`config.mk`:
```
export PLATFORM = sky130hd
export DESIGN_NAME = ltcc_top
export DESIGN_NICKNAME = d
export VERILOG_FILES = /design/src/rtl/ltcc_pkg.sv /design/src/rtl/ltcc_top.sv /design/src/rtl/ltcc_sync.sv /design/src/rtl/ltcc_prbs.sv
export VERILOG_INCLUDE_DIRS = /design/src /design/src/rtl
export SDC_FILE = /design/constraint.sdc
export NUM_CORES = 1
export LEC_CHECK = 0
export CORE_MARGIN = 5
export CORE_UTILIZATION = 36
export DETAILED_ROUTE_END_ITERATION = 10
export DONT_BUFFER_PORTS = 1
export GPL_TIMING_DRIVEN = 0
export PLACE_DENSITY = 0.57
export SYNTH_ARGS = -nofsm -noshare
export SYNTH_HDL_FRONTEND = slang
export SYNTH_SLANG_ARGS = --single-unit
export TNS_END_PERCENT = 100
```
`constraint.sdc`:
```
create_clock -name clk_i -period 1.7 [get_ports clk_i]
set_input_delay 0.17 -clock clk_i [delete_from_list [all_inputs] [get_ports clk_i]]
set_output_delay 0.17 -clock clk_i [all_outputs]
set_load 0.005 [all_outputs]
```
`src/rtl/ltcc_defs.svh`:
```
// Purpose: Constants of the transmit channel control block.
// Assumes: Word-indexed register map, one register per 32-bit word.
// Notes: Register index = {channel, low nibble}; byte address = 4 * index.
`ifndef LTCC_DEFS_SVH
`define LTCC_DEFS_SVH

`define LTCC_IDX_TXCTL 4'h4
`define LTCC_IDX_STAT 4'h8
`define LTCC_IDX_MASK 4'h9
`define LTCC_IDX_MISC 4'hA
`define LTCC_IDX_LIVE 4'hB

`define LTCC_TC_BUILDOUT 0
`define LTCC_TC_EDGE 1
`define LTCC_TC_ALLONES 2
`define LTCC_TC_ERRINS 4
`define LTCC_TC_INTMON 5
`define LTCC_TC_WMASK 8'h37
`define LTCC_TC_RESET 8'h00

`define LTCC_MISC_GEN 0
`define LTCC_MISC_RX 1
`define LTCC_MISC_E3 2
`define LTCC_MISC_RESET 3'h0

`define LTCC_ST_FAULT_SET 0
`define LTCC_ST_FAULT_CLR 1
`define LTCC_ST_ERR_DONE 2
`define LTCC_ST_RESET 3'h0

`define LTCC_FAULT_LIMIT 8'h80
`define LTCC_PRBS_SEED 15'h7FFF
`define LTCC_PRBS_TAP_A 14
`define LTCC_PRBS_TAP_B 13
`define LTCC_SYNC_W 5

`endif

```
`src/rtl/ltcc_pkg.sv`:
```
// Purpose: State types of the transmit channel control block.
// Assumes: ltcc_defs.svh supplies the widths.
// Notes: One packed struct per module holds all of its state.
`include "ltcc_defs.svh"

package ltcc_pkg;

  typedef struct packed {
    logic [`LTCC_SYNC_W-1:0] stage1;
    logic [`LTCC_SYNC_W-1:0] stage2;
  } ltcc_sync_s;

  typedef struct packed {
    logic [14:0] lfsr;
  } ltcc_prbs_s;

  typedef struct packed {
    logic [7:0] txctl;
    logic [2:0] misc;
    logic [2:0] stat;
    logic [2:0] mask;
    logic ack;
    logic [31:0] rdata;
    logic clk_prev;
    logic err_pend;
    logic mark_pol;
    logic pos_out;
    logic neg_out;
    logic [7:0] idle_cnt;
    logic alarm;
    logic mon_seen;
  } ltcc_top_s;

endpackage

```
`src/rtl/ltcc_top.sv`:
```
// Purpose: Transmit channel control register and transmit path of one
//   line channel, reached over a classic Wishbone slave.
// Assumes: Link clock and data pins are asynchronous and much slower
//   than clk_i; they are synchronised before use.
// Notes: Registers answer one cycle after the request; unmapped reads
//   return zero and unmapped writes are dropped.
// Functional notes
// RQ1: Monitor-select 1 watches own outputs, 0 watches monitor input pins.
// RQ2: Raise drive fault after 128 idle bit periods; clear on activity.
// RQ3: Error-insert write from 0 to 1 corrupts exactly one PRBS bit.
// RQ4: Error insert only acts with PRBS generator and receiver both enabled.
// RQ5: Error-insert must be cleared before next request; held 1 adds none.
// RQ6: All-ones bit sends unframed continuous ones, ignoring system data.
// RQ7: Edge-select 0 samples rails on falling clock edge, 1 on rising.
// RQ8: Each channel has its own register at index channel-nibble and 4.
// RQ9: Build-out bit enables or disables the transmit pulse shaping output.
// RQ10: Build-out bit is ignored in E3 mode.
// RQ11: Reserved bits read zero and writes to them do nothing.
`timescale 1ns/10ps
`default_nettype none
`include "ltcc_defs.svh"

module ltcc_top #(
  parameter logic [3:0] CH_INDEX = 4'h0
) (
  input wire logic clk_i,
  input wire logic rst_i,
  input wire logic wb_cyc_i,
  input wire logic wb_stb_i,
  input wire logic wb_we_i,
  input wire logic [9:0] wb_adr_i,
  input wire logic [3:0] wb_sel_i,
  input wire logic [31:0] wb_dat_i,
  output logic [31:0] wb_dat_o,
  output logic wb_ack_o,
  input wire logic tx_line_clock_i,
  input wire logic tx_data_pos_rail_i,
  input wire logic tx_data_neg_rail_i,
  input wire logic monitor_in_pos_i,
  input wire logic monitor_in_neg_i,
  output logic tx_line_out_pos_o,
  output logic tx_line_out_neg_o,
  output logic line_buildout_en_o,
  output logic drive_fault_alarm_o,
  output logic irq_o
);
  ltcc_pkg::ltcc_top_s st;
  ltcc_pkg::ltcc_top_s next_st;
  logic [`LTCC_SYNC_W-1:0] pins_s;
  logic clk_s;
  logic pos_s;
  logic neg_s;
  logic mpos_s;
  logic mneg_s;
  logic access;
  logic wr_en;
  logic rd_en;
  logic [3:0] reg_sel;
  logic chan_hit;
  logic bit_edge;
  logic prbs_bit;
  logic prbs_on;
  logic watch_now;
  logic activity;
  logic [7:0] wr_byte;
  logic [2:0] events;
  logic err_arm;

  ltcc_sync u_sync (
    .clk_i(clk_i),
    .rst_i(rst_i),
    .async_i({tx_line_clock_i, tx_data_pos_rail_i, tx_data_neg_rail_i,
              monitor_in_pos_i, monitor_in_neg_i}),
    .sync_o(pins_s)
  );

  assign {clk_s, pos_s, neg_s, mpos_s, mneg_s} = pins_s;

  ltcc_prbs u_prbs (
    .clk_i(clk_i),
    .rst_i(rst_i),
    .adv_i(bit_edge && prbs_on),
    .bit_o(prbs_bit)
  );

  assign access = wb_cyc_i && wb_stb_i && !st.ack;
  assign chan_hit = (wb_adr_i[9:6] == CH_INDEX); // RQ8
  assign reg_sel = wb_adr_i[5:2];
  assign wr_en = access && wb_we_i && wb_sel_i[0] && chan_hit;
  assign rd_en = access && !wb_we_i && chan_hit;
  assign wr_byte = wb_dat_i[7:0];
  assign prbs_on = st.misc[`LTCC_MISC_GEN];

  // Only a rising write arms an error; a held 1 arms nothing.
  assign err_arm = wr_en && reg_sel == `LTCC_IDX_TXCTL &&
                   wr_byte[`LTCC_TC_ERRINS] && !st.txctl[`LTCC_TC_ERRINS] &&
                   st.misc[`LTCC_MISC_GEN] && st.misc[`LTCC_MISC_RX]; // RQ5

  // The selected edge of the synchronised link clock marks one bit period.
  assign bit_edge = st.txctl[`LTCC_TC_EDGE] ? (clk_s && !st.clk_prev)
                                            : (!clk_s && st.clk_prev); // RQ7

  // Internal watch looks at our own pads, external at the monitor pins.
  assign watch_now = st.txctl[`LTCC_TC_INTMON] ?
                     (st.pos_out || st.neg_out) : (mpos_s || mneg_s); // RQ1
  assign activity = st.mon_seen || watch_now;

  always_comb begin
    next_st = st;
    events = '0;
    next_st.ack = access;
    next_st.clk_prev = clk_s;

    if (wr_en && reg_sel == `LTCC_IDX_TXCTL) begin
      next_st.txctl = wr_byte & `LTCC_TC_WMASK; // RQ11
    end
    if (err_arm) begin
      next_st.err_pend = 1'b1; // RQ3 RQ4
    end
    if (wr_en && reg_sel == `LTCC_IDX_MASK) begin
      next_st.mask = wr_byte[2:0];
    end
    if (wr_en && reg_sel == `LTCC_IDX_MISC) begin
      next_st.misc = wr_byte[2:0];
    end

    next_st.rdata = '0;
    if (rd_en) begin
      case (reg_sel)
        `LTCC_IDX_TXCTL: next_st.rdata = {24'h000000, st.txctl}; // RQ11
        `LTCC_IDX_STAT: next_st.rdata = {29'h00000000, st.stat};
        `LTCC_IDX_MASK: next_st.rdata = {29'h00000000, st.mask};
        `LTCC_IDX_MISC: next_st.rdata = {29'h00000000, st.misc};
        `LTCC_IDX_LIVE: next_st.rdata = {31'h00000000, st.alarm};
        default: next_st.rdata = '0;
      endcase
    end

    if (!(st.misc[`LTCC_MISC_GEN] && st.misc[`LTCC_MISC_RX])) begin
      next_st.err_pend = 1'b0; // RQ4
    end

    if (watch_now) begin
      next_st.mon_seen = 1'b1;
    end

    if (bit_edge) begin
      next_st.mon_seen = 1'b0;
      if (st.txctl[`LTCC_TC_ALLONES]) begin
        // Ones alternate polarity so the line stays bipolar.
        next_st.pos_out = st.mark_pol; // RQ6
        next_st.neg_out = !st.mark_pol; // RQ6
        next_st.mark_pol = !st.mark_pol;
      end else if (prbs_on) begin
        next_st.pos_out = (prbs_bit ^ st.err_pend) && st.mark_pol;
        next_st.neg_out = (prbs_bit ^ st.err_pend) && !st.mark_pol;
        if (prbs_bit ^ st.err_pend) begin
          next_st.mark_pol = !st.mark_pol;
        end
        if (st.err_pend) begin
          // A request armed in this very cycle outlives the one consumed.
          next_st.err_pend = err_arm; // RQ3
          events[`LTCC_ST_ERR_DONE] = 1'b1;
        end
      end else begin
        next_st.pos_out = pos_s; // RQ7
        next_st.neg_out = neg_s; // RQ7
      end

      if (activity) begin
        next_st.idle_cnt = '0;
        next_st.alarm = 1'b0; // RQ2
        events[`LTCC_ST_FAULT_CLR] = st.alarm;
      end else if (st.idle_cnt != `LTCC_FAULT_LIMIT) begin
        next_st.idle_cnt = st.idle_cnt + 8'h01;
        if (st.idle_cnt + 8'h01 == `LTCC_FAULT_LIMIT) begin
          next_st.alarm = 1'b1; // RQ2
          events[`LTCC_ST_FAULT_SET] = !st.alarm;
        end
      end
    end

    // A read clears the status; an event in the same cycle still lands.
    if (rd_en && reg_sel == `LTCC_IDX_STAT) begin
      next_st.stat = events;
    end else begin
      next_st.stat = st.stat | events;
    end
  end

  always_ff @(posedge clk_i) begin
    if (rst_i) begin
      st <= '0;
      st.txctl <= `LTCC_TC_RESET;
      st.misc <= `LTCC_MISC_RESET;
      st.stat <= `LTCC_ST_RESET;
      st.mark_pol <= 1'b1;
    end else begin
      st <= next_st;
    end
  end

  assign wb_ack_o = st.ack;
  assign wb_dat_o = st.rdata;
  assign tx_line_out_pos_o = st.pos_out;
  assign tx_line_out_neg_o = st.neg_out;
  assign line_buildout_en_o = st.txctl[`LTCC_TC_BUILDOUT] &&
                              !st.misc[`LTCC_MISC_E3]; // RQ9 RQ10
  assign drive_fault_alarm_o = st.alarm;
  assign irq_o = |(st.stat & st.mask);
endmodule // ltcc_top
`default_nettype wire

```
`src/rtl/ltcc_sync.sv`:
```
// Purpose: Two-flop synchroniser for the link pins.
// Assumes: Inputs are asynchronous to clk_i.
// Notes: The first stage feeds only the second stage.
`timescale 1ns/10ps
`default_nettype none
`include "ltcc_defs.svh"

module ltcc_sync (
  input wire logic clk_i,
  input wire logic rst_i,
  input wire logic [`LTCC_SYNC_W-1:0] async_i,
  output logic [`LTCC_SYNC_W-1:0] sync_o
);
  ltcc_pkg::ltcc_sync_s st;
  ltcc_pkg::ltcc_sync_s next_st;

  always_comb begin
    next_st.stage1 = async_i;
    next_st.stage2 = st.stage1;
  end

  always_ff @(posedge clk_i) begin
    if (rst_i) begin
      st <= '0;
    end else begin
      st <= next_st;
    end
  end

  assign sync_o = st.stage2;
endmodule // ltcc_sync
`default_nettype wire

```
`src/rtl/ltcc_prbs.sv`:
```
// Purpose: Pseudo-random pattern generator for the transmit path.
// Assumes: adv_i pulses once per transmitted bit.
// Notes: Error insertion is applied by the caller on bit_o.
`timescale 1ns/10ps
`default_nettype none
`include "ltcc_defs.svh"

module ltcc_prbs (
  input wire logic clk_i,
  input wire logic rst_i,
  input wire logic adv_i,
  output logic bit_o
);
  ltcc_pkg::ltcc_prbs_s st;
  ltcc_pkg::ltcc_prbs_s next_st;

  always_comb begin
    next_st = st;
    if (adv_i) begin
      next_st.lfsr = {st.lfsr[13:0],
        st.lfsr[`LTCC_PRBS_TAP_A] ^ st.lfsr[`LTCC_PRBS_TAP_B]};
    end
  end

  always_ff @(posedge clk_i) begin
    if (rst_i) begin
      st.lfsr <= `LTCC_PRBS_SEED;
    end else begin
      st <= next_st;
    end
  end

  assign bit_o = st.lfsr[`LTCC_PRBS_TAP_A];
endmodule // ltcc_prbs
`default_nettype wire

```
Word level (Yosys, flattened, before mapping):

Cells that the tools add are included.

* bits in registers: 87
* output and inout port bits: 38

* add/sub/neg operators: 1
* eq/ne operators: 7
* multiplexer cells: 25
* bitwise gates (word level): 5
* reduce and logical (&&, ||, !) cells: 44

Operator list (number)
* one-hot mux 6 bit (5 select lines): 1
* logical AND 1 bit: 22
* two-way mux 9 bit: 2
* equality test 4 bit (second input constant): 4
* two-way mux 1 bit: 16
* two-way mux 14 bit: 1
* two-way mux 3 bit: 3
* adder 8 x 1 -> 8 bit (second input constant): 1
* equality test 8 bit (second input constant): 1
* logical NOT 1 bit: 8
* inequality test 8 bit (second input constant): 1
* nonzero test 2 bit: 4
* AND reduction 3 bit: 2
* equality test 4 x 3 -> 1 bit (second input constant): 1
* logical NOT 4 bit: 1
* two-way mux 2 bit: 2
* OR reduction 2 bit: 2
* bitwise AND 3 bit: 1
* logical OR 1 bit: 3
* OR 3 bit: 1
* OR reduction 3 bit: 1
* AND reduction 2 bit: 1
* bitwise XOR 1 bit: 2
* inverter 1 bit: 1

Logic depth before layout (Yosys ltp):

* depth after elaboration: 16
* gate-level depth with buffers: 7

By module:

Synthesis repeated with hierarchy kept, for this count alone.

* cells, all modules: 301
* area total of the unflattened synthesis: 2819.0 um^2

By module, submodules not included
* ltcc_top: instances 1, cells each 231, area each 2003.2 um^2
* ltcc_prbs: instances 1, cells each 50, area each 553.0 um^2
* ltcc_sync: instances 1, cells each 20, area each 262.8 um^2

Worst setup path before layout:

Ideal clock, no wire load.

* kind: reg-to-reg
* from: reg st (netlist bit tx_line_out_neg_o)
* to: reg st[9] (netlist bit)
* library setup time: 0.071 ns
* arrival: 1.556 ns
* data required time: 1.629 ns
* path slack: 0.073 ns
* stages on the path, launching flop included: 5
* path buffers: 0
* clock period less this slack: 1.627 ns
* path through: dfxtp_1 > or3b_2 > a21o_1 > or4_1 > a21oi_1

* longest elaborated chain between the ends: 5

Ends and longest elaborated chain
* start, declared: RTL line ltcc_top.sv:47 `ltcc_pkg::ltcc_top_s st;`
* start signal, assigned: RTL line ltcc_top.sv:199 `st <= next_st;`
* logical OR 1 bit *: RTL line ltcc_top.sv:105 `(st.pos_out || st.neg_out) : (mpos_s || mneg_s);`
* two-way mux 1 bit *: RTL line ltcc_top.sv:104 `` assign watch_now = st.txctl[`LTCC_TC_INTMON] ? ``
* logical OR 1 bit *: RTL line ltcc_top.sv:106 `assign activity = st.mon_seen || watch_now;`
* nonzero test 2 bit (no line)
* AND reduction 2 bit (no line)

Mark *: on every way between the ends. The rest lies on a longest branch, timed or not.
A chain may end at the register's enable or synchronous reset.

Worst setup path in the final report:

* from: reg st[62] (netlist bit)
* to: reg st[51] (netlist bit)

* longest elaborated chain between the ends: 6

Ends and longest elaborated chain
* two-way mux 1 bit *: RTL line ltcc_top.sv:104
* logical OR 1 bit *: RTL line ltcc_top.sv:106
* two-way mux 1 bit *: RTL line ltcc_top.sv:170 `if (activity) begin`
* two-way mux 3 bit *: RTL line ltcc_top.sv:147 `if (bit_edge) begin`
* OR 3 bit: RTL line ltcc_top.sv:187 `next_st.stat = st.stat | events;`
* two-way mux 3 bit *: RTL line ltcc_top.sv:184 `` if (rd_en && reg_sel == `LTCC_IDX_STAT) begin ``

Marked as above.

==> flow_metrics.py <==
metrics = {
    "outcome": {
        "status": "complete, no violations",
    },
    "timing": {
        "drv_slew": 0,
        "max_freq_mhz": 593,
        "final-hold-violation-count": 0,
        "fin_ws_ns": 0.0128,
        "finalClockSkew_ns": 0.0114,
        "worst_pin_slew_ns": 0.507,
        "slew_headroom_pct": 66.2,
        "setup_tns_ns": 0,
        "period_needed_ns": 1.69,
        "rsz0062_at_grt": "yes",
        "fin_crit_sh_pct": 99.2,
        "finalSetupViolCount": 0,
    },
    "clock_network": {
        "clock_latency_ns": 0.34,
        "root_buffer": "clkbuf_8",
        "cts_buffers": 9,
        "cts_tree": "built",
        "clk_pin_slew_worst_paths_ns": 0.08,
        "cts.sinks": 60,
        "cts_buffer_depth": 2,
        "htreeDepth": 3,
    },
    "die": {
        "start_util_pct": 36.5,
        "core_um2": 7610,
        "row_count": 32,
        "die_h_um": 97.8,
        "die_w_um": 97.8,
        "boundaryPins": 94,
        "die_area_um2": 9560,
    },
    "flow_run": {
        "cap_violations": 0,
    },
    "final_layout": {
        "n_antenna_cell": 0,
        "layout_commonest_cell": "dfxtp_1",
        "final_core_util_pct": 45.5,
        "area_growth_syn_to_layout_pct": 24.8,
        "layout_common_cells": "dfxtp_1 (55), nand2_1 (44), buf_4 (41)",
        "final_nets": 433,
        "stdcell_count": 481,
        "final_layout_size_suffix_gt1_share_pct": 20.8,
    },
    "worst_hold_path": {
        "hold_class": "in2reg",
    },
    "grt": {
        "grtUsageTotal_pct": 12.4,
        "antenna_found_initial": 0,
        "grt_max_degree": 13,
        "grt.overflow.total": 0,
        "grt_pass1_wl_um": 9610,
        "grt_pass1_vias": 2001,
    },
    "synth": {
        "synthFlopType": "dfxtp_1",
        "ys_ff_latch": 60,
        "synth_edf_count": 0,
        "yosys.area.top_type": "dfxtp_1",
        "synth.top_cell.area_share_pct": 43.3,
        "syn_avg_cell_area_um2": 8.67,
        "async_flop_share_pct": 0,
        "yosysWarnings": 0,
        "netlist_area_um2": 2780,
        "ys_top_cells_by_area": "dfxtp_1 (43%), buf_4 (8.7%), nand2_1 (6.0%)",
        "ys_types": 47,
        "syn_inst": 320,
        "seq_area_frac_synth_pct": 43.3,
    },
    "drt": {
        "totalWireLength_um": 5820,
        "drtIter0Drc": 121,
        "ant_nets": 0,
        "drc": 0,
        "wl_per_cell_um": 12.1,
        "drt-pass1-iter-count": 4,
        "post_drt_via_cell_ratio": 4.71,
        "vias": 2264,
    },
    "place": {
        "gp_congestion": 0.771,
        "dp_cells": 448,
        "io_buffers": 0,
        "dp_slack_ns": -0.214,
        "dp_hpwl_um": 4140,
    },
    "setup_path": {
        "slowest_stage": "or3_4",
        "endpoint_kind": "flop",
        "cp_cell_sequence": "or3_4, a21oi_4, nand4_1, buf_6, buf_4, o31ai_1",
        "max_stage_delay_ns": 0.40,
        "crit_fanout": 5,
        "start_kind": "flop",
        "worstSetupPathType": "reg2reg",
        "cp_data_arrival_time_ns": 1.95,
        "critical_path_required_ns": 1.96,
    },
    "power": {
        "leakage_uw": 0.00154,
        "ir_worst_vdd_v": 0.000658,
        "power-per-cell-area_nw_per_um2": 884,
    },
}
## sequential cells by signal (all words and copies together), names as in the netlist
register / cells
st: 25
u_prbs.st: 15
u_sync.next_st: 5
u_sync.sync_o: 5
wb_dat_o: 5
drive_fault_alarm_o: 1
prbs_on: 1
tx_line_out_neg_o: 1
tx_line_out_pos_o: 1
wb_ack_o: 1
## routing by layer
| layer | GRT usage [%] | part of all wire (%) | vias to the layer above |
|---|---|---|---|
| met3 | 6.14 | 8.0 | 5 |
| met2 | 18.1 | 43 | 79 |
| met1 | 16.1 | 48 | 1022 |
| met4 | 3.73 | 0.98 | 0 |
| li1 | - | - | 1158 |
| met5 | 0 | 0 | - |
## kinds of logic after synthesis
logic type,after synthesis,share of synthesized area [%]
AOI/OAI and AO/OA,44,10.5
xor gates and xnor gates,3,0.947
adders and majority gates,3,1.35
buffers and inverters,51,11.4
DFF,60,43.3
muxes,15,5.41
other,1,0.135
and+or+nand+nor,143,27.0
## synth_stat cells, drive strengths merged, types with 4 or more instances
library cell / instances
nor3: 4
clkbuf: 10
mux2i: 15
a21oi: 5
nor2: 26
nand2: 44
buf: 36
o21ai: 15
o211ai: 4
inv: 5
a21o: 5
and3: 5
dfxtp: 60
nand3b: 4
nor2b: 15
nand3: 22
## per-stage QoR
step	total power [uW]	hold WS (ns)	area (um^2)
6_report	3060	0.0205	3460
5_1_grt	3190	0.0226	3460
4_1_cts	3080	0.00388	3380
3_5_place_dp	1610	0.244	3000
3_3_place_gp	1610	0.245	3000
2_1_floorplan	1590	0.242	2870
## final cells by class
cell class                 instances  area, um^2
multi-input combinational        235        1410
sequential                        60        1210
clock buffer                       9         124
timing repair buffer              21         183
clock inverter                     7         100
fill                             760        4150
inverter                           5        18.8
buffer                            42         293
tap                              102         128
## power by group
part / internal [uW] / switching, uW
combinational: 107 / 93.1
clock: 834 / 597
sequential: 1420 / 8.80
## worst max-delay path: cells and delay by family (launching register included)
kind,cells,cell delay [ns]
flops,1,0.34
buf+inv,2,0.32
simple gates,2,0.60
compound gates,2,0.33
## path summary, 6_finish.rpt
kind	cells after the start	slack, ns	endpoint	startpoint
min reg2reg	1	0.44	u_sync.sync_o[0]	u_sync.next_st[0]
max	6	0.01	st[51]	st[62]
max reg2reg	6	0.01	st[51]	st[62]
min	2	0.02	st[13]	wb_dat_i[4]
## repair_timing
item                                    4_1_cts  5_1_grt
cloned                                        0        1
hold buffers                                 11        0
gates resized for setup                      10       14
endpoints found under the setup margin       22       32
setup buffers                                 2        7
pin swaps                                     2        3
hold endpoints to repair                     16        0
Power figures use the tool's default switching activity.
